`config.mk`:
```
export PLATFORM = sky130hd
export DESIGN_NAME = adc_conversion_control
export DESIGN_NICKNAME = d
export VERILOG_FILES = /design/src/pkg/adc_ctrl_pkg.sv /design/src/hw/adc_conversion_control.sv
export SDC_FILE = /design/constraint.sdc
export NUM_CORES = 1
export LEC_CHECK = 0
export ABC_CLOCK_PERIOD_IN_PS = 3550
export BUFFER_PORTS_ARGS = -buffer_cell sky130_fd_sc_hd__buf_2
export CELL_PAD_IN_SITES_DETAIL_PLACEMENT = 1
export CELL_PAD_IN_SITES_GLOBAL_PLACEMENT = 1
export CORE_ASPECT_RATIO = 0.9
export CORE_MARGIN = 4
export CORE_UTILIZATION = 39
export DETAILED_ROUTE_END_ITERATION = 10
export PLACE_DENSITY_LB_ADDON = 0.08
export SYNTH_ARGS = -nofsm -noshare
export SYNTH_HDL_FRONTEND = slang
export SYNTH_SLANG_ARGS = --single-unit
```
`constraint.sdc`:
```
create_clock -name core_clk_in -period 3.55 [get_ports core_clk_in]
set_clock_uncertainty 0.05 [all_clocks]
set_input_delay 0.1775 -clock core_clk_in [delete_from_list [all_inputs] [get_ports core_clk_in]]
set_output_delay 0.1775 -clock core_clk_in [all_outputs]
set_load 0.02 [all_outputs]
```
`src/pkg/adc_ctrl_pkg.sv`:
```
// Constants, field layout and state codes of the SAR converter control block.
// Assumes an APB slave at 100 MHz; register indices are word numbers on the bus.
// Contract
// - SAR clock is the system clock divided by divider field plus one.
// - Three-bit gain field decodes to 1, 2, 4, 8, 16 or 0.5.
// - Enable low holds converter in shutdown; high lets it accept requests.
// - Busy reads one during a conversion, zero otherwise.
// - Busy falling sets the done flag and raises its request; here only when a conversion ends, not when a disable aborts it.
// - Done flag is only ever cleared by a software write of zero.
// - Busy write of zero does nothing; one starts only in start mode 00.
// - Start sources: busy write, timer A, pin rising edge, timer B.
// - Continuous tracking mode tracks whenever enabled and not converting.
// - Low-power tracking tracks three SAR clocks after start, then converts.
// - Low-power pin mode tracks while pin low, converts on rising edge.
// - Window flag sets on a matching result and stays until software clears.
// - Each result is compared with greater-than and less-than limit words.
// - Justify bit zero gives right-justified, one gives left-justified results.
// - Differential right-justified high byte holds top two bits, sign-extended above.
// - Single-ended right-justified high byte has upper six bits zero.
// - Left-justified: high byte eight top bits, low byte bits 7-6 the rest.
// - Left-justified low byte has its six lowest bits zero.
// - High-voltage amplifier enable bit switches that amplifier on and off.
// - Four-bit high-voltage gain code drives the amplifier gain setting.
// - Conversion is short enough for 100 ksps with a legal SAR clock.
package adc_ctrl_pkg;

	// Register word indices; byte address is four times the index
	localparam logic [7:0] IDX_CONFIG = 8'hbc;
	localparam logic [7:0] IDX_RES_LO = 8'hbe;
	localparam logic [7:0] IDX_RES_HI = 8'hbf;
	localparam logic [7:0] IDX_HV_CTL = 8'hd6;
	localparam logic [7:0] IDX_CONV_CTL = 8'he8;

	// Reset values
	localparam logic [7:0] CONFIG_RESET = 8'hf8;
	localparam logic [7:0] CONV_CTL_RESET = 8'h00;
	localparam logic [7:0] HV_CTL_RESET = 8'h00;
	localparam logic [7:0] RESULT_RESET = 8'h00;

	// Field positions
	localparam int CFG_DIV_LSB = 3;
	localparam int CFG_GAIN_LSB = 0;
	localparam int CTL_EN_BIT = 7;
	localparam int CTL_TM_BIT = 6;
	localparam int CTL_DONE_BIT = 5;
	localparam int CTL_BUSY_BIT = 4;
	localparam int CTL_CM_LSB = 2;
	localparam int CTL_WIN_BIT = 1;
	localparam int CTL_LJ_BIT = 0;
	localparam int HV_EN_BIT = 7;
	localparam int HV_GAIN_LSB = 0;

	// Start-of-conversion mode codes
	localparam logic [1:0] CM_SOFTWARE = 2'h0;
	localparam logic [1:0] CM_TIMER_A = 2'h1;
	localparam logic [1:0] CM_EXT_PIN = 2'h2;
	localparam logic [1:0] CM_TIMER_B = 2'h3;

	// Timing
	localparam logic [1:0] TRACK_SAR_CLOCKS = 2'h3;
	localparam logic [3:0] RESULT_MSB = 4'h9;
	localparam logic [9:0] SAR_FIRST_TRIAL = 10'h200;
	localparam int CLK_PERIOD_NS = 10;
	localparam int MAX_RATE_KSPS = 100;
	localparam int MIN_SAMPLE_PERIOD_NS = 1000000 / MAX_RATE_KSPS;
	localparam int MIN_SAMPLE_CYCLES = MIN_SAMPLE_PERIOD_NS / CLK_PERIOD_NS;

	typedef enum logic [2:0] {
		ST_IDLE = 3'b001,
		ST_TRACK = 3'b010,
		ST_CONV = 3'b100
	} conv_state_t;

endpackage

```
`src/hw/adc_conversion_control.sv`:
```
// SAR converter sequencing, result formatting, window detect and APB register file.
// Assumes timer overflows are one-cycle pulses on core_clk_in and the comparator
// bit is settled on core_clk_in when a SAR clock tick occurs.
//
// Decided for this implementation: register access over APB.
`timescale 1ns/10ps
module adc_conversion_control
	import adc_ctrl_pkg::*;
(
	input wire logic core_clk_in,
	input wire logic resetn_in,
	input wire logic psel_in,
	input wire logic penable_in,
	input wire logic pwrite_in,
	input wire logic [11:0] paddr_in,
	input wire logic [31:0] pwdata_in,
	input wire logic [3:0] pstrb_in,
	output logic [31:0] prdata_out,
	output logic pready_out,
	output logic pslverr_out,
	input wire logic timer_a_overflow_in,
	input wire logic timer_b_overflow_in,
	input wire logic external_convert_start_in,
	input wire logic comparator_in,
	input wire logic single_ended_in,
	input wire logic [15:0] greater_than_limit_in,
	input wire logic [15:0] less_than_limit_in,
	output logic converter_power_out,
	output logic track_out,
	output logic convert_active_out,
	output logic [9:0] sar_trial_out,
	output logic [5:0] pga_gain_sel_out,
	output logic hv_amp_enable_out,
	output logic [3:0] hv_amp_gain_out,
	output logic done_irq_req_out,
	output logic window_irq_req_out
);

	// Gain field to one-hot select: x1, x2, x4, x8, x16, x0.5
	function automatic logic [5:0] pga_decode(input logic [2:0] code);
		logic [5:0] sel;
		sel = 6'h00;
		unique casez (code)
			3'b000: sel = 6'h01;
			3'b001: sel = 6'h02;
			3'b010: sel = 6'h04;
			3'b011: sel = 6'h08;
			3'b10?: sel = 6'h10;
			3'b11?: sel = 6'h20;
		endcase
		return sel;
	endfunction

	// Place a 10-bit code into the result byte pair
	function automatic logic [15:0] format_result(input logic [9:0] code, input logic left,
		input logic single);
		logic [15:0] word;
		word = 16'h0000;
		if (left)
			word = {code, 6'h00};
		else if (single)
			word = {6'h00, code};
		else
			word = {{6{code[9]}}, code};
		return word;
	endfunction

	// Window test: limits in order give inside, reversed give outside
	function automatic logic window_match(input logic [15:0] word, input logic [15:0] gt,
		input logic [15:0] lt, input logic signed_mode);
		logic above;
		logic below;
		logic ordered;
		above = signed_mode ? ($signed(word) > $signed(gt)) : (word > gt);
		below = signed_mode ? ($signed(word) < $signed(lt)) : (word < lt);
		ordered = signed_mode ? ($signed(lt) > $signed(gt)) : (lt > gt);
		return ordered ? (above & below) : (above | below);
	endfunction

	logic [7:0] config_q;
	logic enable_q;
	logic track_mode_q;
	logic done_q;
	logic done_d;
	logic window_q;
	logic window_d;
	logic [1:0] start_mode_q;
	logic left_q;
	logic hv_en_q;
	logic [3:0] hv_gain_q;
	logic [7:0] res_hi_q;
	logic [7:0] res_lo_q;
	logic [31:0] prdata_q;
	logic [5:0] pga_sel_q;
	conv_state_t state_q;
	conv_state_t state_d;
	logic [4:0] div_cnt_q;
	logic [1:0] trk_cnt_q;
	logic [9:0] code_q;
	logic [9:0] code_d;
	logic [3:0] bit_q;
	logic ext_s1_q;
	logic ext_s2_q;
	logic ext_s3_q;

	// Bus decode
	wire logic [4:0] divider = config_q[CFG_DIV_LSB +: 5];
	wire logic [7:0] idx = paddr_in[9:2];
	wire logic word_ok = (paddr_in[1:0] == 2'h0) && (paddr_in[11:10] == 2'h0);
	wire logic hit_cfg = word_ok && (idx == IDX_CONFIG);
	wire logic hit_lo = word_ok && (idx == IDX_RES_LO);
	wire logic hit_hi = word_ok && (idx == IDX_RES_HI);
	wire logic hit_hv = word_ok && (idx == IDX_HV_CTL);
	wire logic hit_ctl = word_ok && (idx == IDX_CONV_CTL);
	wire logic mapped = hit_cfg | hit_lo | hit_hi | hit_hv | hit_ctl;
	wire logic setup = psel_in & ~penable_in;
	wire logic access = psel_in & penable_in;
	wire logic wr_en = access & pwrite_in & pstrb_in[0];
	wire logic wr_cfg = wr_en & hit_cfg;
	wire logic wr_lo = wr_en & hit_lo;
	wire logic wr_hi = wr_en & hit_hi;
	wire logic wr_hv = wr_en & hit_hv;
	wire logic wr_ctl = wr_en & hit_ctl;

	// Converter status and start selection
	wire logic busy = (state_q != ST_IDLE);
	wire logic idle = (state_q == ST_IDLE);
	// Greater-or-equal also recovers a count left above a lowered divider
	wire logic sar_tick = (div_cnt_q >= divider);
	wire logic ext_rise = ext_s2_q & ~ext_s3_q;
	wire logic busy_wr = wr_ctl & pwdata_in[CTL_BUSY_BIT] & (start_mode_q == CM_SOFTWARE);
	wire logic src_evt = (start_mode_q == CM_SOFTWARE) ? busy_wr :
		(start_mode_q == CM_TIMER_A) ? timer_a_overflow_in :
		(start_mode_q == CM_EXT_PIN) ? ext_rise : timer_b_overflow_in;
	wire logic start_evt = enable_q & idle & src_evt;
	wire logic use_track = track_mode_q & (start_mode_q != CM_EXT_PIN);
	wire logic conv_end = enable_q & (state_q == ST_CONV) & sar_tick & (bit_q == 4'h0);
	wire logic [9:0] final_code = {code_q[9:1], comparator_in};
	wire logic [15:0] result_word = format_result(final_code, left_q, single_ended_in);
	wire logic win_hit = window_match(result_word, greater_than_limit_in,
		less_than_limit_in, ~single_ended_in);

	// Read mux
	wire logic [7:0] ctl_rd = {enable_q, track_mode_q, done_q, busy, start_mode_q,
		window_q, left_q};
	wire logic [7:0] hv_rd = {hv_en_q, 3'h0, hv_gain_q};
	wire logic [7:0] rd_mux = hit_cfg ? config_q : hit_lo ? res_lo_q : hit_hi ? res_hi_q :
		hit_hv ? hv_rd : hit_ctl ? ctl_rd : 8'h00;

	// Zero-wait slave; read data captured in the setup cycle
	assign pready_out = 1'b1;
	assign pslverr_out = access & ~mapped;
	assign prdata_out = prdata_q;

	// Pin-facing and analog-facing outputs
	assign converter_power_out = enable_q;
	assign track_out = enable_q & ((idle & ~track_mode_q) | (state_q == ST_TRACK) |
		(idle & track_mode_q & (start_mode_q == CM_EXT_PIN) & ~ext_s2_q));
	assign convert_active_out = (state_q == ST_CONV);
	assign sar_trial_out = code_q;
	assign pga_gain_sel_out = pga_sel_q;
	assign hv_amp_enable_out = hv_en_q;
	assign hv_amp_gain_out = hv_gain_q;
	assign done_irq_req_out = done_q;
	assign window_irq_req_out = window_q;

	// Sticky flags: hardware set wins over a software clear
	assign done_d = conv_end | (wr_ctl ? pwdata_in[CTL_DONE_BIT] : done_q);
	assign window_d = (conv_end & win_hit) |
		(wr_ctl ? pwdata_in[CTL_WIN_BIT] : window_q);

	// Sequencer next state
	always_comb
	begin
		state_d = state_q;
		unique case (state_q)
			ST_IDLE:
			begin
				if (start_evt)
					state_d = use_track ? ST_TRACK : ST_CONV;
			end
			ST_TRACK:
			begin
				if (sar_tick && (trk_cnt_q == TRACK_SAR_CLOCKS - 2'h1))
					state_d = ST_CONV;
			end
			ST_CONV:
			begin
				if (sar_tick && (bit_q == 4'h0))
					state_d = ST_IDLE;
			end
			default: state_d = ST_IDLE;
		endcase
		if (!enable_q)
			state_d = ST_IDLE;
	end

	// Successive approximation step, MSB first
	always_comb
	begin
		code_d = code_q;
		if ((state_d == ST_CONV) && (state_q != ST_CONV))
			code_d = SAR_FIRST_TRIAL;
		else if ((state_q == ST_CONV) && sar_tick)
		begin
			code_d[bit_q] = comparator_in;
			if (bit_q != 4'h0)
				code_d[bit_q - 4'h1] = 1'b1;
		end
	end

	// Sequencer, divider and trial registers
	always_ff @(posedge core_clk_in)
	begin
		if (!resetn_in)
		begin
			state_q <= ST_IDLE;
			div_cnt_q <= 5'h00;
			trk_cnt_q <= 2'h0;
			code_q <= 10'h000;
			bit_q <= 4'h0;
		end
		else
		begin
			state_q <= state_d;
			div_cnt_q <= sar_tick ? 5'h00 : div_cnt_q + 5'h01;
			code_q <= code_d;
			if (state_q != ST_TRACK)
				trk_cnt_q <= 2'h0;
			else if (sar_tick)
				trk_cnt_q <= trk_cnt_q + 2'h1;
			if ((state_d == ST_CONV) && (state_q != ST_CONV))
				bit_q <= RESULT_MSB;
			else if ((state_q == ST_CONV) && sar_tick && (bit_q != 4'h0))
				bit_q <= bit_q - 4'h1;
		end
	end

	// Convert-start pin synchroniser and edge history
	always_ff @(posedge core_clk_in)
	begin
		if (!resetn_in)
		begin
			ext_s1_q <= 1'b1; // Pin idles high, so no false edge after reset
			ext_s2_q <= 1'b1;
			ext_s3_q <= 1'b1;
		end
		else
		begin
			ext_s1_q <= external_convert_start_in;
			ext_s2_q <= ext_s1_q;
			ext_s3_q <= ext_s2_q;
		end
	end

	// Configuration and control registers
	always_ff @(posedge core_clk_in)
	begin
		if (!resetn_in)
		begin
			config_q <= CONFIG_RESET;
			pga_sel_q <= pga_decode(CONFIG_RESET[2:0]);
			enable_q <= CONV_CTL_RESET[CTL_EN_BIT];
			track_mode_q <= CONV_CTL_RESET[CTL_TM_BIT];
			start_mode_q <= CONV_CTL_RESET[CTL_CM_LSB +: 2];
			left_q <= CONV_CTL_RESET[CTL_LJ_BIT];
			done_q <= CONV_CTL_RESET[CTL_DONE_BIT];
			window_q <= CONV_CTL_RESET[CTL_WIN_BIT];
			hv_en_q <= HV_CTL_RESET[HV_EN_BIT];
			hv_gain_q <= HV_CTL_RESET[HV_GAIN_LSB +: 4];
		end
		else
		begin
			if (wr_cfg)
				config_q <= pwdata_in[7:0];
			pga_sel_q <= pga_decode(config_q[CFG_GAIN_LSB +: 3]);
			if (wr_ctl)
			begin
				enable_q <= pwdata_in[CTL_EN_BIT];
				track_mode_q <= pwdata_in[CTL_TM_BIT];
				start_mode_q <= pwdata_in[CTL_CM_LSB +: 2];
				left_q <= pwdata_in[CTL_LJ_BIT];
			end
			done_q <= done_d;
			window_q <= window_d;
			if (wr_hv)
			begin
				hv_en_q <= pwdata_in[HV_EN_BIT];
				hv_gain_q <= pwdata_in[HV_GAIN_LSB +: 4];
			end
		end
	end

	// Result bytes and bus read data; a finished conversion wins over a write
	always_ff @(posedge core_clk_in)
	begin
		if (!resetn_in)
		begin
			res_hi_q <= RESULT_RESET;
			res_lo_q <= RESULT_RESET;
			prdata_q <= 32'h0000_0000;
		end
		else
		begin
			if (conv_end)
			begin
				res_hi_q <= result_word[15:8];
				res_lo_q <= result_word[7:0];
			end
			else
			begin
				if (wr_hi)
					res_hi_q <= pwdata_in[7:0];
				if (wr_lo)
					res_lo_q <= pwdata_in[7:0];
			end
			if (setup && !pwrite_in)
				prdata_q <= {24'h00_0000, rd_mux};
		end
	end
endmodule

```
==> out/metrics.csv <==
stage;metric;value;unit
synthesis;count of synthesis-stage warnings from yosys;0;
floorplanning;top-level port count;150;
worst_setup_path;element type at the critical path start;flip-flop;
sta;achievable frequency;334;MHz
cells_and_area;area growth from synthesis to final layout;16.7;%
clocking;clock root buffer;clkbuf_16;
cells_and_area;area taken by multi-input logic gates;0.00342;mm^2
worst_setup_path;largest delay contributor family on the critical path;simple AND/OR/NAND/NOR gates;
synthesis;sequential element share of the synthesized area;28.7;%
flow_run;number of violations of the max-capacitance limit;0;
power;Worst IR Drop VDD;0.000234;V
power;leak pwr;2.95;nW
cells_and_area;Final Instance Count excl. Fillers;929;
synthesis;instance count of the mapped netlist;663;
worst_setup_path;CP bufs+invs;1;
placement;cell total after placement;912;
grt;remaining global-route overflow;0;
cells_and_area;fraction of final layout cells with drive strength greater than 1;18.4;%
synthesis;netlist area before placement;0.00537;mm^2
grt;antenna violations before repair;1;
grt;Overall Global Routing Usage;20.9;%
drt;# DRC;0;
synthesis;count of state elements after synthesis;77;
placement;number of buffers inserted by port buffering;97;
clocking;htree depth;3;
sta;pins over their slew limit;0;
worst_setup_path;critical path type;flip-flop to flip-flop;
drt;routed wire length;16.4;mm
worst_setup_path;endpoint kind of the worst setup timing path;flip-flop;
sta;worst slew margin relative to its limit;61.0;%
sta;number of hold violations in the final report;0;
worst_setup_path;delay of the slowest critical-path stage;0.52;ns
floorplanning;die outline area;0.0157;mm^2
grt;number of global-route vias before repair;5298;
drt;DR WL/cell;17.6;um
clocking;later-pin clock latency in the skew report;0.34;ns
floorplanning;Die Wd;132;um
clocking;Worst-path clk slew;0.06;ns
sta;setup repair after global routing missed its margin;no;
placement;DPL Wire Length;12.9;mm
sta;Period Utilization, post-route;84.5;%
synthesis;dominant synthesized flop cell;dfxtp_1;
worst_setup_path;arrival time of data at the critical path endpoint;3.20;ns
cells_and_area;area of all sequential standard cells;0.00154;mm^2
clocking;count of cells resized by post-cts repair;0;
cells_and_area;commonest non-fill, non-tap cells in the layout;97 x buf_2, 77 x dfxtp_1, 62 x nand2_1, 59 x nor2_1, 59 x ha_1;
floorplanning;floorplan row count;40;
power;power density over the cells;327;mW/mm^2
grt;wire length of the first global-routing pass;26.8;mm
clocking;clock tree buffer depth;2;
sta;final setup TNS;0;ns
floorplanning;total core area;0.0134;mm^2
worst_setup_path;critical path fanouts, max;5;
worst_setup_path;Req. time, crit path;3.75;ns
drt;detail-routed via count per cell;5.49;
drt;antenna-violating nets left;0;
cells_and_area;leading cell type in the layout, fill and taps excluded;buf_2;
placement;final weighted congestion in routability-driven placement;0.853;
run_status;status;complete, no violations;
cells_and_area;n_diodes;0;
hold_path;worst min-delay path class;primary input to flip-flop;
drt;via count;5103;
drt;detailed-router iteration count before antenna repair;5;
synthesis;share of synthesized flip-flops with an asynchronous set or reset;0;%
clocking;Inserted Clock Buffers;9;
clocking;clock tree from TritonCTS;built;
synthesis;mean instance size in the synthesized netlist;8.11;um^2
cells_and_area;Fill cells;1696;
synthesis;number of flops mapped to enable cells by yosys;0;
sta;number of setup violations in the final report;0;
clocking;Sink Count;77;
cells_and_area;Final Net Count;905;
floorplanning;height of the die;119;um
worst_setup_path;critical-path cell with the highest stage delay;or4_1;
synthesis;number of distinct library cell variants in the gate-level netlist after synthesis;62;
worst_setup_path;crit path cell chain;inv_1, nand2_1, nor2_1, a21o_1, ha_1, nand4_1, nor3_1, a21boi_0, or4_1, xor2_1, o21ai_0, o211ai_1, o31ai_1;
floorplanning;Initial Utilization;40.1;%
sta;Worst Tran Pin Value;0.581;ns
sta;post-layout minimum cycle time;3.00;ns
drt;number of design-rule violations left by the first detailed-router iteration;250;
grt;pin count of the biggest net entering global routing;35;
[power breakdown]
group	total [mW]	internal, mW	switching [mW]
registers	0.877	0.872	0.00502
clock network	0.958	0.587	0.372
logic	0.217	0.0785	0.138
total	2.05	1.54	0.515
[state kept, by name, indices dropped and copies added, names as in the netlist, 2 cells and up]
name              flops
bit_q                 4
config_q              8
div_cnt_q             5
hv_amp_gain_out       4
pga_gain_sel_out      6
prdata_out            8
res_hi_q              8
res_lo_q              8
sar_trial_out        10
start_mode_q          2
state_q               3
trk_cnt_q             2
[cell usage after synthesis, drive strengths merged (8+ instances only)]
cell / instances / area, um^2
nor3: 10 / 60.1
ha: 59 / 738
dfxtp: 77 / 1540
o211ai: 10 / 75.1
clkbuf: 20 / 76.3
nand4: 10 / 62.6
o21ai: 22 / 114
buf: 32 / 228
a21oi: 52 / 260
mux2i: 28 / 280
a21o: 8 / 60.1
inv: 50 / 188
nand2: 63 / 239
nand3: 29 / 145
nor2b: 14 / 87.6
a211oi: 17 / 128
nor2: 60 / 228
[final timing paths]
kind | start | to | slack [ns] | cells past startpoint
setup reg to reg | left_q | window_irq_req_out | 0.55 | 13
hold reg to reg | ext_s1_q | ext_s2_q | 0.36 | 1
hold / removal | pwdata_in[4] | config_q[4] | 0.07 | 3
setup / recovery | left_q | window_irq_req_out | 0.55 | 13
[metal layers]
| metal | vias up | share of wire (%) | GRT usage (%) |
|---|---|---|---|
| met4 | 2 | 1.2 | 5.51 |
| li1 | 2503 | - | - |
| met5 | - | 0.079 | 0 |
| met3 | 19 | 4.9 | 4.86 |
| met1 | 2472 | 46 | 27.7 |
| met2 | 107 | 47 | 34.3 |
[logic make-up (layout without fill, tap and decap cells)]
kind of cell | after synthesis | in the layout | share of synthesized area [%]
simple gates | 223 | 223 | 21.2
compound gates | 157 | 157 | 19.2
buf+inv | 103 | 178 | 9.22
flops | 77 | 77 | 28.7
fa+ha+maj | 59 | 59 | 13.7
mux | 34 | 34 | 6.47
xor+xnor | 8 | 8 | 1.30
other cells | 2 | 25 | 0.140
[per-stage QoR]
| step | hold WS (ns) | util, % | instance area (um^2) | total power, mW | setup slack [ns] |
|---|---|---|---|---|---|
| floorplan | 0.229 | - | 5460 | 1.05 | 0.838 |
| global placement | 0.314 | 44.4 | 5950 | 1.10 | 0.691 |
| detailed placement | 0.312 | 44.4 | 5950 | 1.11 | 0.600 |
| CTS | 0.0622 | 46.8 | 6270 | 2.08 | 0.581 |
| global route | 0.0697 | 46.8 | 6270 | 2.15 | 0.366 |
| finish | 0.0741 | 46.8 | 6270 | 2.05 | 0.552 |
[final cells by class]
| class | instances | share of cell area (%) |
|---|---|---|
| clock buffer | 12 | 4.09 |
| clock inverter | 4 | 0.878 |
| inverter | 51 | 3.05 |
| multi-input combinational | 506 | 54.6 |
| sequential | 77 | 24.6 |
| tap | 168 | 3.35 |
| timing repair buffer | 111 | 9.46 |
[worst min-delay path: cells and delay by family]
kind / cells / cell delay [ns]
buffers and inverters: 1 / 0.12
and+or+nand+nor: 1 / 0.05
AOI/OAI and AO/OA: 1 / 0.08
[repair_timing]
item                                    CTS  global route
hold buffers                              1             0
hold endpoints to repair                  1             0
buffers inserted                          0             0
endpoints found under the setup margin    0             0
Power figures use the tool's default switching activity.
